==> config.mk <==
export PLATFORM = sky130hd
export DESIGN_NAME = emdp_top
export DESIGN_NICKNAME = d
export VERILOG_FILES = /design/src/shared/emdp_pkg.sv /design/src/logic/emdp_top.sv
export SDC_FILE = /design/constraint.sdc
export NUM_CORES = 2
export LEC_CHECK = 0
export ABC_CLOCK_PERIOD_IN_PS = 4000
export BUFFER_PORTS_ARGS = -buffer_cell sky130_fd_sc_hd__clkbuf_2
export CORE_MARGIN = 2
export CORE_UTILIZATION = 65
export CTS_BUF_LIST = sky130_fd_sc_hd__clkbuf_4 sky130_fd_sc_hd__clkbuf_8
export DETAILED_ROUTE_END_ITERATION = 12
export PLACE_DENSITY = 0.87
export SLEW_MARGIN = 5
export SYNTH_ARGS = -nofsm -noshare
export SYNTH_HDL_FRONTEND = slang
export SYNTH_SLANG_ARGS = --single-unit
==> constraint.sdc <==
create_clock -name clk_i -period 4 [get_ports clk_i]
set_input_delay 0 -clock clk_i [delete_from_list [all_inputs] [get_ports clk_i]]
set_output_delay 0 -clock clk_i [all_outputs]
set_load 0.1 [all_outputs]
==> src/shared/emdp_pkg.sv <==
/*
 * Shared constants for the network adaptor's MAC and DMA port: I/O group
 * selects, register offsets, status bit positions, reset values and sizes.
 * Assumes a 9-bit I/O address whose bits 8-6 pick a register group.
 */
`default_nettype none

package emdp_pkg;

   // I/O address layout
   localparam int unsigned GRP_HI         = 8;
   localparam int unsigned GRP_LO         = 6;
   localparam logic [2:0]  GRP_MAC        = 3'h2;
   localparam logic [2:0]  GRP_DMA        = 3'h1;

   // MAC controller register offsets (address bits 2-0)
   localparam logic [2:0]  OFS_STATION_LAST = 3'h5;
   localparam logic [2:0]  OFS_RX_MASK      = 3'h6;
   localparam logic [2:0]  OFS_TX_MASK      = 3'h7;

   // DMA register offsets (address bits 1-0)
   localparam logic [1:0]  OFS_TX_BASE    = 2'h0;
   localparam logic [1:0]  OFS_TX_SIZE    = 2'h1;
   localparam logic [1:0]  OFS_RX_BASE    = 2'h2;
   localparam logic [1:0]  OFS_RX_SIZE    = 2'h3;

   // Send mask / result bit positions
   localparam int unsigned TX_GOOD_BIT    = 3;
   localparam int unsigned TX_XCOL_BIT    = 2;
   localparam int unsigned TX_COL_BIT     = 1;
   localparam int unsigned TX_UF_BIT      = 0;

   // Receive mask / result bit positions
   localparam int unsigned RX_GOOD_BIT    = 5;
   localparam int unsigned RX_SEEN_BIT    = 4;
   localparam int unsigned RX_RUNT_BIT    = 3;
   localparam int unsigned RX_ODD_BIT     = 2;
   localparam int unsigned RX_CRC_BIT     = 1;
   localparam int unsigned RX_OVF_BIT     = 0;
   localparam logic [5:0]  RX_ERR_EVENTS  = 6'h0B;

   // Accept filter modes (receive mask bits 7-6)
   localparam logic [1:0]  FILT_NONE      = 2'h0;
   localparam logic [1:0]  FILT_ALL       = 2'h1;
   localparam logic [1:0]  FILT_STATION   = 2'h2;
   localparam logic [1:0]  FILT_MULTI     = 2'h3;

   // Reset values of the mask registers
   localparam logic [7:0]  RX_MASK_RST    = 8'h00;
   localparam logic [3:0]  TX_MASK_RST    = 4'h0;

   // Sizes and counts
   localparam logic [15:0] RUNT_LIMIT     = 16'h003C;
   localparam logic [15:0] TX_WORD_BYTES  = 16'h0004;
   localparam int unsigned DESC_DEPTH     = 16;
   localparam int unsigned FIFO_DEPTH     = 32;
   localparam int unsigned FIFO_WIDTH     = 8;

endpackage : emdp_pkg

`default_nettype wire

==> src/logic/emdp_top.sv <==
/*
 * Ethernet MAC controller register window and DMA address/length engine,
 * plus the receive byte FIFO that sits between the wire and memory writes.
 * Assumes a one-cycle I/O strobe on a 9-bit address, a MAC core that
 * reports each transmit attempt and streams received bytes, and memory
 * ports with request/acknowledge handshakes. One clock, async reset.
 */
`timescale 1ns/10ps
`default_nettype none

module emdp_fifo #(
   parameter int unsigned WIDTH = 8,
   parameter int unsigned DEPTH = 32
) (
   // Clock and reset
   input  wire logic             clk_i,
   input  wire logic             nrst_i,
   // Fill side
   input  wire logic             in_valid_i,
   output logic                  in_ready_o,
   input  wire logic [WIDTH-1:0] in_data_i,
   // Drain side
   output logic                  out_valid_o,
   input  wire logic             out_ready_i,
   output logic [WIDTH-1:0]      out_data_o
);
   localparam int unsigned PW = $clog2(DEPTH);

   typedef struct packed {
      logic [DEPTH-1:0][WIDTH-1:0] mem;
      logic [PW:0]                 wr;
      logic [PW:0]                 rd;
   } emdp_fifo_st_t;

   emdp_fifo_st_t st_ff;
   emdp_fifo_st_t nxt_st;
   logic          full;
   logic          empty;

   assign empty       = (st_ff.wr == st_ff.rd);
   assign full        = (st_ff.wr[PW-1:0] == st_ff.rd[PW-1:0]) && !empty;
   assign in_ready_o  = !full;
   assign out_valid_o = !empty;
   assign out_data_o  = st_ff.mem[st_ff.rd[PW-1:0]];

   always_comb begin
      nxt_st = st_ff;
      if (in_valid_i && !full) begin
         nxt_st.mem[st_ff.wr[PW-1:0]] = in_data_i;
         nxt_st.wr                    = st_ff.wr + 1'b1;
      end
      if (out_ready_i && !empty) begin
         nxt_st.rd = st_ff.rd + 1'b1;
      end
   end

   always_ff @(posedge clk_i or negedge nrst_i) begin
      if (!nrst_i) begin
         st_ff <= '0;
      end else begin
         st_ff <= nxt_st;
      end
   end
endmodule : emdp_fifo

module emdp_top (
   // Clock and reset
   input  wire logic          clk_i,
   input  wire logic          nrst_i,
   // I/O register access
   input  wire logic          io_req_i,
   input  wire logic          io_we_i,
   input  wire logic [8:0]    io_addr_i,
   input  wire logic [31:0]   io_wdata_i,
   output logic               io_ack_o,
   output logic [31:0]        io_rdata_o,
   // Adaptor control levels
   input  wire logic          tx_enable_i,
   input  wire logic          rx_enable_i,
   // Transmit attempt report from the MAC
   input  wire logic          tx_attempt_done_i,
   input  wire logic          tx_collision_i,
   input  wire logic          tx_excess_collision_i,
   input  wire logic          tx_underflow_i,
   // Transmit memory read requests
   output logic               tx_rd_req_o,
   output logic [31:0]        tx_rd_addr_o,
   input  wire logic          tx_rd_ack_i,
   // Received byte stream from the MAC
   input  wire logic          rx_byte_valid_i,
   input  wire logic [7:0]    rx_byte_i,
   input  wire logic          rx_frame_end_i,
   input  wire logic          rx_checksum_fail_i,
   input  wire logic          rx_odd_bit_tail_i,
   // Receive memory writes
   output logic               mem_wr_valid_o,
   output logic [31:0]        mem_wr_addr_o,
   output logic [7:0]         mem_wr_data_o,
   input  wire logic          mem_wr_ready_i,
   // MAC interrupts and board status copies
   output logic               tx_irq_o,
   output logic               rx_irq_o,
   output logic [7:0]         send_result_copy_o,
   output logic [7:0]         receive_result_copy_o,
   // Descriptor queue state
   output logic [3:0]         descriptor_consume_ptr_o,
   output logic [3:0]         descriptor_produce_ptr_o,
   output logic               desc_empty_o,
   output logic               desc_full_o
);
   import emdp_pkg::*;

   typedef enum logic [1:0] {TX_IDLE, TX_RUN, TX_WAIT} emdp_tx_state_t;
   typedef enum logic [2:0] {RX_IDLE, RX_READY, RX_FRAME, RX_DRAIN, RX_HALT} emdp_rx_state_t;

   typedef struct packed {
      logic [5:0][7:0]              station_address_bytes;
      logic [7:0]                   receive_mask_reg;
      logic [3:0]                   send_mask_reg;
      logic [3:0]                   send_result_reg;
      logic [5:0]                   receive_result_reg;
      logic [29:0]                  send_buffer_base;
      logic [15:0]                  send_buffer_size;
      logic [31:0]                  tx_addr_cnt;
      logic [15:0]                  tx_len_cnt;
      logic [DESC_DEPTH-1:0][29:0]  dq_base;
      logic [DESC_DEPTH-1:0][11:0]  dq_size;
      logic [3:0]                   descriptor_produce_ptr;
      logic [3:0]                   descriptor_consume_ptr;
      logic [31:0]                  rx_addr_cnt;
      logic [15:0]                  rx_len_cnt;
      emdp_tx_state_t               txs;
      emdp_rx_state_t               rxs;
      logic [5:0][7:0]              dst;
      logic [15:0]                  nbytes;
      logic                         ovf;
      logic                         rx_keep;
      logic                         rx_stop;
      logic                         rx_notify;
      logic                         io_ack;
      logic [31:0]                  io_rdata;
      logic                         tx_rd_req;
      logic                         mem_wr_valid;
      logic [31:0]                  mem_wr_addr;
      logic [7:0]                   mem_wr_data;
      logic                         tx_irq;
      logic                         rx_irq;
      logic [7:0]                   send_copy;
      logic [7:0]                   recv_copy;
      logic                         desc_empty;
      logic                         desc_full;
   } emdp_st_t;

   emdp_st_t   st_ff;
   emdp_st_t   nxt_st;
   logic       fifo_in_valid;
   logic       fifo_in_ready;
   logic       fifo_out_valid;
   logic       fifo_out_ready;
   logic [7:0] fifo_out_data;

   function automatic logic grp_hit(input logic [8:0] addr, input logic [2:0] grp);
      grp_hit = (addr[GRP_HI:GRP_LO] == grp);
   endfunction : grp_hit

   // Drain FIFO into the registered memory-write stage while a buffer is open
   assign fifo_out_ready = (st_ff.rxs != RX_IDLE) && (st_ff.rxs != RX_HALT) &&
                           (!st_ff.mem_wr_valid || mem_wr_ready_i);

   // Mode 0 keeps nothing, so nothing is pushed; overflow stops the push
   assign fifo_in_valid  = rx_byte_valid_i &&
                           ((st_ff.rxs == RX_READY) || ((st_ff.rxs == RX_FRAME) && !st_ff.ovf)) &&
                           (st_ff.receive_mask_reg[7:6] != FILT_NONE);

   emdp_fifo #(
      .WIDTH (FIFO_WIDTH),
      .DEPTH (FIFO_DEPTH)
   ) u_rx_fifo (
      .clk_i       (clk_i),
      .nrst_i      (nrst_i),
      .in_valid_i  (fifo_in_valid),
      .in_ready_o  (fifo_in_ready),
      .in_data_i   (rx_byte_i),
      .out_valid_o (fifo_out_valid),
      .out_ready_i (fifo_out_ready),
      .out_data_o  (fifo_out_data)
   );

   always_comb begin
      logic       mac_sel;
      logic       dma_sel;
      logic [2:0] mofs;
      logic [1:0] dofs;
      logic       status_rd;
      logic [2:0] tx_err;
      logic       accepted;
      logic       is_bcast;
      logic       is_station;
      logic       runt;
      logic [5:0] rres;
      logic [3:0] slot;
      mac_sel    = io_req_i && grp_hit(io_addr_i, GRP_MAC);
      dma_sel    = io_req_i && grp_hit(io_addr_i, GRP_DMA);
      mofs       = io_addr_i[2:0];
      dofs       = io_addr_i[1:0];
      status_rd  = 1'b0;
      tx_err     = {tx_excess_collision_i, tx_collision_i, tx_underflow_i};
      accepted   = 1'b0;
      is_bcast   = 1'b0;
      is_station = 1'b0;
      runt       = 1'b0;
      rres       = '0;
      slot       = st_ff.descriptor_consume_ptr;
      nxt_st     = st_ff;
      nxt_st.io_ack   = mac_sel || dma_sel;
      nxt_st.io_rdata = '0;

      // Register reads
      if (mac_sel && !io_we_i) begin
         if (mofs == OFS_RX_MASK) begin
            nxt_st.io_rdata = {26'h0, st_ff.receive_result_reg};
            nxt_st.rx_irq   = 1'b0;
            status_rd       = 1'b1;
         end else if (mofs == OFS_TX_MASK) begin
            nxt_st.io_rdata = {28'h0, st_ff.send_result_reg};
            nxt_st.tx_irq   = 1'b0;
            status_rd       = 1'b1;
         end
      end else if (dma_sel && !io_we_i) begin
         if (dofs == OFS_TX_BASE) begin
            nxt_st.io_rdata = st_ff.tx_addr_cnt;
         end else if (dofs == OFS_RX_BASE) begin
            nxt_st.io_rdata = st_ff.rx_addr_cnt;
         end
      end

      // Register writes
      if (mac_sel && io_we_i) begin
         if (mofs <= OFS_STATION_LAST) begin
            nxt_st.station_address_bytes[mofs] = io_wdata_i[7:0];
         end else if (mofs == OFS_RX_MASK) begin
            nxt_st.receive_mask_reg = io_wdata_i[7:0];
         end else begin
            nxt_st.send_mask_reg = io_wdata_i[3:0];
         end
      end else if (dma_sel && io_we_i) begin
         if (dofs == OFS_TX_BASE) begin
            nxt_st.send_buffer_base = io_wdata_i[31:2];
         end else if (dofs == OFS_TX_SIZE) begin
            nxt_st.send_buffer_size = io_wdata_i[15:0];
         end else if (dofs == OFS_RX_BASE) begin
            nxt_st.dq_base[st_ff.descriptor_produce_ptr] = io_wdata_i[31:2];
         end else if (!st_ff.desc_full) begin
            // A size written into a full queue is dropped so no slot is lost
            nxt_st.dq_size[st_ff.descriptor_produce_ptr] = io_wdata_i[15:4];
            nxt_st.descriptor_produce_ptr = st_ff.descriptor_produce_ptr + 4'h1;
         end
      end

      // Transmit engine
      case (st_ff.txs)
         TX_IDLE: begin
            if (tx_enable_i) begin
               nxt_st.tx_addr_cnt = {st_ff.send_buffer_base, 2'b00};
               nxt_st.tx_len_cnt  = st_ff.send_buffer_size;
               nxt_st.txs         = TX_RUN;
            end
         end
         TX_RUN: begin
            if (!tx_enable_i) begin
               nxt_st.txs = TX_IDLE;
            end else if (tx_attempt_done_i) begin
               nxt_st.send_result_reg = {(tx_err == 3'b000), tx_err};
               if ((tx_err & st_ff.send_mask_reg[2:0]) != 3'b000) begin
                  nxt_st.tx_irq = 1'b1;
                  nxt_st.txs    = TX_WAIT;
               end else if (tx_err != 3'b000) begin
                  // Unmasked error: rewind and resend, MAC does backoff
                  nxt_st.tx_addr_cnt = {st_ff.send_buffer_base, 2'b00};
                  nxt_st.tx_len_cnt  = st_ff.send_buffer_size;
               end else begin
                  nxt_st.tx_irq = st_ff.send_mask_reg[TX_GOOD_BIT];
                  nxt_st.txs    = TX_WAIT;
               end
            end else if (st_ff.tx_rd_req && tx_rd_ack_i) begin
               nxt_st.tx_addr_cnt = st_ff.tx_addr_cnt + 32'h4;
               nxt_st.tx_len_cnt  = (st_ff.tx_len_cnt > TX_WORD_BYTES) ?
                                    (st_ff.tx_len_cnt - TX_WORD_BYTES) : 16'h0;
            end
         end
         default: begin
            if (!tx_enable_i) begin
               nxt_st.txs = TX_IDLE;
            end
         end
      endcase
      nxt_st.tx_rd_req = (nxt_st.txs == TX_RUN) && (nxt_st.tx_len_cnt != 16'h0);

      // Receive memory-write stage; bytes past the buffer end are dropped
      if (st_ff.mem_wr_valid && mem_wr_ready_i) begin
         nxt_st.mem_wr_valid = 1'b0;
      end
      if (fifo_out_ready && fifo_out_valid) begin
         if (st_ff.rx_len_cnt != 16'h0) begin
            nxt_st.mem_wr_valid = 1'b1;
            nxt_st.mem_wr_addr  = st_ff.rx_addr_cnt;
            nxt_st.mem_wr_data  = fifo_out_data;
            nxt_st.rx_addr_cnt  = st_ff.rx_addr_cnt + 32'h1;
            nxt_st.rx_len_cnt   = st_ff.rx_len_cnt - 16'h1;
         end
      end

      // Receive engine
      is_bcast   = (st_ff.dst == {6{8'hFF}});
      is_station = (st_ff.dst == st_ff.station_address_bytes);
      case (st_ff.receive_mask_reg[7:6])
         FILT_ALL:     accepted = 1'b1;
         FILT_STATION: accepted = is_bcast || is_station;
         FILT_MULTI:   accepted = is_bcast || is_station || st_ff.dst[0][0];
         default:      accepted = 1'b0;
      endcase
      runt = (st_ff.nbytes < RUNT_LIMIT);
      rres[RX_RUNT_BIT] = runt;
      rres[RX_ODD_BIT]  = rx_odd_bit_tail_i;
      rres[RX_CRC_BIT]  = rx_checksum_fail_i;
      rres[RX_OVF_BIT]  = st_ff.ovf;
      rres[RX_SEEN_BIT] = !st_ff.ovf;
      rres[RX_GOOD_BIT] = !runt && !st_ff.ovf && !rx_checksum_fail_i;

      case (st_ff.rxs)
         RX_IDLE: begin
            if (rx_enable_i && !st_ff.desc_empty) begin
               nxt_st.rx_addr_cnt = {st_ff.dq_base[slot], 2'b00};
               nxt_st.rx_len_cnt  = {st_ff.dq_size[slot], 4'h0};
               nxt_st.rxs         = RX_READY;
            end
         end
         RX_READY: begin
            if (rx_byte_valid_i) begin
               nxt_st.dst[0] = rx_byte_i;
               nxt_st.nbytes = 16'h1;
               nxt_st.ovf    = fifo_in_valid && !fifo_in_ready;
               nxt_st.rxs    = RX_FRAME;
            end else if (!rx_enable_i) begin
               nxt_st.rxs = RX_IDLE;
            end
         end
         RX_FRAME: begin
            if (rx_frame_end_i) begin
               // Status only changes for a kept good packet or an error
               if ((rres[RX_GOOD_BIT] && accepted) || ((rres & RX_ERR_EVENTS) != 6'h0)) begin
                  nxt_st.receive_result_reg = rres;
               end
               nxt_st.rx_keep   = rres[RX_GOOD_BIT] && accepted;
               nxt_st.rx_stop   = ((rres & RX_ERR_EVENTS & st_ff.receive_mask_reg[5:0]) != 6'h0);
               nxt_st.rx_notify = st_ff.receive_mask_reg[RX_GOOD_BIT];
               nxt_st.rxs       = RX_DRAIN;
            end else if (rx_byte_valid_i) begin
               if (st_ff.nbytes < 16'h6) begin
                  nxt_st.dst[st_ff.nbytes[2:0]] = rx_byte_i;
               end
               if (st_ff.nbytes != 16'hFFFF) begin
                  nxt_st.nbytes = st_ff.nbytes + 16'h1;
               end
               if (fifo_in_valid && !fifo_in_ready) begin
                  nxt_st.ovf = 1'b1;
               end
            end
         end
         RX_DRAIN: begin
            // Wait until every byte of the frame has reached memory
            if (!fifo_out_valid && !st_ff.mem_wr_valid) begin
               if (st_ff.rx_stop) begin
                  nxt_st.rx_irq = 1'b1;
                  nxt_st.rxs    = RX_HALT;
               end else if (st_ff.rx_keep) begin
                  nxt_st.descriptor_consume_ptr = st_ff.descriptor_consume_ptr + 4'h1;
                  nxt_st.rx_irq = nxt_st.rx_irq || st_ff.rx_notify;
                  nxt_st.rxs    = RX_IDLE;
               end else begin
                  nxt_st.rx_addr_cnt = {st_ff.dq_base[slot], 2'b00};
                  nxt_st.rx_len_cnt  = {st_ff.dq_size[slot], 4'h0};
                  nxt_st.rxs         = RX_READY;
               end
            end
         end
         default: begin
            if (!rx_enable_i) begin
               nxt_st.rx_addr_cnt = {st_ff.dq_base[slot], 2'b00};
               nxt_st.rx_len_cnt  = {st_ff.dq_size[slot], 4'h0};
               nxt_st.rxs         = RX_IDLE;
            end
         end
      endcase

      // Board copies follow any raised interrupt or any status read
      if (status_rd || (nxt_st.tx_irq && !st_ff.tx_irq) || (nxt_st.rx_irq && !st_ff.rx_irq)) begin
         nxt_st.send_copy = {4'h0, nxt_st.send_result_reg};
         nxt_st.recv_copy = {2'b00, nxt_st.receive_result_reg};
      end

      nxt_st.desc_empty = (nxt_st.descriptor_produce_ptr == nxt_st.descriptor_consume_ptr);
      nxt_st.desc_full  = ((nxt_st.descriptor_produce_ptr + 4'h1) ==
                           nxt_st.descriptor_consume_ptr);
   end

   always_ff @(posedge clk_i or negedge nrst_i) begin
      if (!nrst_i) begin
         st_ff                  <= '0;
         st_ff.receive_mask_reg <= RX_MASK_RST;
         st_ff.send_mask_reg    <= TX_MASK_RST;
         st_ff.txs              <= TX_IDLE;
         st_ff.rxs              <= RX_IDLE;
         st_ff.desc_empty       <= 1'b1;
      end else begin
         st_ff <= nxt_st;
      end
   end

   assign io_ack_o                 = st_ff.io_ack;
   assign io_rdata_o               = st_ff.io_rdata;
   assign tx_rd_req_o              = st_ff.tx_rd_req;
   assign tx_rd_addr_o             = st_ff.tx_addr_cnt;
   assign mem_wr_valid_o           = st_ff.mem_wr_valid;
   assign mem_wr_addr_o            = st_ff.mem_wr_addr;
   assign mem_wr_data_o            = st_ff.mem_wr_data;
   assign tx_irq_o                 = st_ff.tx_irq;
   assign rx_irq_o                 = st_ff.rx_irq;
   assign send_result_copy_o       = st_ff.send_copy;
   assign receive_result_copy_o    = st_ff.recv_copy;
   assign descriptor_consume_ptr_o = st_ff.descriptor_consume_ptr;
   assign descriptor_produce_ptr_o = st_ff.descriptor_produce_ptr;
   assign desc_empty_o             = st_ff.desc_empty;
   assign desc_full_o              = st_ff.desc_full;
endmodule : emdp_top

`default_nettype wire

==> run metrics <==
result of the run=finished clean; register area=between 30,000 and 40,000 sq um; family with the most delay on the worst path=simple AND/OR/NAND/NOR gates; maximum level of the CTS H-tree=4; mean number of vias per cell=about 6.7; data arrival time at the worst-slack endpoint=roughly 4.4 ns; switching pwr=~11,000 uW; Rows=approximately 110; unrepaired setup endpoints after global routing=false; leading cell type in the layout, fill and taps excluded=dfrtp_1; Die Height=roughly 310 um; number of standard cells after synthesis=4,577; DR DRC count=0; share of layout cells above drive strength 1=between 40% and 50%; Total Power=34,800 uW; most area-hungry cell type in the Yosys netlist=dfrtp_1; DRT iter0 DRCs=between 5,000 and 6,000; filler cell count in the final layout=approximately 5,600; wire length per cell=26.7 um; maximum resistive drop on vdd=440 uV; Critical Path Slowest Stage Cell=or4b_2; part of the power in combinational logic=between 15 and 20%; end of the worst hold path=st_ff[997]; worst reg2reg endpoint=receive_result_copy_o[2]; ratio of final minimum period to clock period=about nine tenths; ordered list of cells on the worst path=nor4bb_1, and4_1, nand2_1, o31ai_1, dlygate4sd3_1, a21oi_1, or4b_2, o211ai_1; WL final=about 160,000 um; Clk network pwr share=a little over a third; count of different cell masters after synthesis=between 90 and 100; critical path buffer and inverter count=1; Leak=around 0.032 uW; critical hold path startpoint=tx_collision_i; Clk Latency, worst-skew pair=0.91 ns; layout overhead on the synthesized area=10.9%; Hold Vio Cnt, Final=0; count of flip-flops with a built-in enable after synthesis=0; starting density of the core=roughly 65%; CTS Buffer Depth=3; netlist area before placement=approximately 62,000 sq um; final number of setup-violating endpoints=0; Slew Limit Fails=0; mean instance size in the synthesized netlist=~14 sq um; share of synthesized area occupied by flip-flops and latches=between 50 and 60%; cells on worst reg2reg path=8; clock period minus worst slack=approximately 3.6 ns; clock sinks=roughly 1,300; most used cells in the layout excluding fill and tap cells=dfrtp_1 (1,311), mux2_2 (1,112), nand2_1 (261); area occupied by multi-input gates=26,700 sq um; Hold Crit Depth=4; Max Freq=approximately 280 MHz; Yosys top cell area share=between 50% and 60%; CTS tree=yes; required time reported for the critical path endpoint=about 4.8 ns; total number of vias=40,973; Gates resized, CTS repair=0; Relative slew margins=between 10% and 20%; path class of the lowest-slack min-delay path=input pin to register; cells taking the most area after synthesis=dfrtp_1 (53%), mux2_2 (20%), mux4_2 (7.8%); HPWL Detailed=roughly 100,000 um; Sw Ratio=between 30% and 40%; startpoint class of the critical path=register; clock slew seen by the registers of the worst setup and hold paths=0.06 ns; Fin Setup TNS=0 ns; global-route wire length before repair=~250,000 um; maximum number of pins on one net before global-route repair=roughly 160; area of the die=97,700 sq um; I/O Pins=200; worst reg2reg setup slack=~0.37 ns; number of maximum-capacitance violations=0; overall global routing resource usage=33.9%; routability cong.=0.931; crit path kind=register to register; horizontal die dimension=approximately 310 um; post-synthesis sequential element count=between 1,000 and 1,500; I/O Buffers=around 190; Most used DFF post-synth=dfrtp_1; number of antenna violations at the first check in global routing=12; number of buffers created by CTS=204; internal power contribution=between 20,000 and 25,000 uW; total congestion overflow after global routing=0; first drt pass iteration count=8; Post-DRT Antenna Nets=0; Clk Tree Root Cell=clkbuf_8; slew at the pin closest to its max-slew limit=roughly 1.3 ns; asr flop ratio synth=100%; final net count=roughly 4,800; power per cell area=507 nW/um^2; YS warnings=0; Setup Skew=0.0530 ns; core region area=between 90,000 and 100,000 sq um; largest stage delay on the critical path=0.74 ns; via count of the first global-routing pass=42,823; critical-path maximum fanout=15; worst flop-to-flop path startpoint=st_ff[164]; fraction of power consumed by sequential logic=a little under half; Inst Count DP=around 5,700; Worst setup EP type=register; number of cells in the finished layout apart from fillers=6,139
routing by layer:
| layer | global-route usage [%] | wire length (um) |
|---|---|---|
| met2 | 52.8 | 77200 |
| met5 | 0 | 30 |
| met4 | 13.1 | 5900 |
| met3 | 8.31 | 16400 |
| met1 | 46.5 | 64200 |
state kept, by name, summed over array words and instances (netlist names):
name	flops
desc_empty_o	1
desc_full_o	1
descriptor_consume_ptr_o	4
descriptor_produce_ptr_o	4
io_ack_o	1
io_rdata_o	32
mem_wr_addr_o	32
mem_wr_data_o	8
mem_wr_valid_o	1
receive_result_copy_o	6
rx_irq_o	1
send_result_copy_o	4
st_ff	923
tx_irq_o	1
tx_rd_addr_o	30
tx_rd_req_o	1
u_rx_fifo.st_ff	268
worst max-delay path by stage:
stage                 from                        to  slack, ns  cells after the start
3_3_place_gp    st_ff[899]               tx_rd_req_o       0.97                      9
5_1_grt         st_ff[164]  receive_result_copy_o[2]       0.17                      8
4_1_cts         st_ff[164]  receive_result_copy_o[2]       0.46                      8
2_1_floorplan  tx_rd_req_o               tx_rd_req_o       1.05                      7
6_report        st_ff[164]  receive_result_copy_o[2]       0.37                      8
3_5_place_dp    st_ff[899]               tx_rd_req_o       0.87                      9
Yosys cell counts, types with 86 or more instances:
cell and n:
mux2i_1 101, a21oi_1 86, buf_4 130, nor2_1 135
clkbuf_1 200, xnor2_1 94, dfrtp_1 1317, o21ai_0 135
nand2_1 262, mux2_2 1112, mux4_2 215, buf_1 86
power groups by stage:
stage	clock, uW	combinational [uW]	sequential, uW
floorplan	0	5390	15500
global placement	0	6510	15800
detailed placement	0	6670	15900
CTS	12200	6820	15600
global route	12900	7320	15800
finish	12100	6900	15700
cells by family (layout without fill, tap and decap cells):
group,after synthesis,after routing,synth area share [%]
adder cells (fa/ha/maj),18,18,0.364
multiplexers,1428,1428,29.7
XOR/XNOR,134,134,1.94
flip-flops,1318,1318,53.3
AND/OR/NAND/NOR,744,744,6.08
buffers and inverters,490,776,3.85
other,1,12,0.00606
AO/OA/AOI/OAI,444,444,4.76
repair_timing:
item	in CTS	in global routing
buffers inserted	0	0
hold endpoints to repair	1961	0
hold buffers	68	0
cell type report:
type,count,share of cell area [%]
flip-flops and latches,1318,48.1
well taps,1265,2.31
clock buffers,332,5.94
inverters,37,0.202
diodes,4,0.0146
repair buffers,371,4.00
clock inverters,36,0.549
multi-input cells,2776,38.9
stage by stage:
| step | setup slack [ns] | hold WS [ns] | util [%] | area [sq um] |
|---|---|---|---|---|
| after floorplan | 1.05 | -0.296 | - | 61900 |
| after detailed placement | 0.874 | 0.0343 | 67.0 | 63500 |
| after CTS | 0.462 | 0.00257 | 72.4 | 68600 |
| after global placement | 0.966 | 0.0291 | 67.0 | 63500 |
| after global routing | 0.167 | 0.0577 | 72.4 | 68600 |
| final | 0.374 | 0.0652 | 72.4 | 68600 |
worst register-to-register path, stage by stage, from the launching register on:
cell and delay [ns]:
dfrtp_1 0.58, nor4bb_1 0.49, and4_1 0.28, nand2_1 0.21
o31ai_1 0.32, dlygate4sd3_1 0.59, a21oi_1 0.21, or4b_2 0.74
o211ai_1 0.12
No activity file was read; power rests on OpenSTA's default activity.
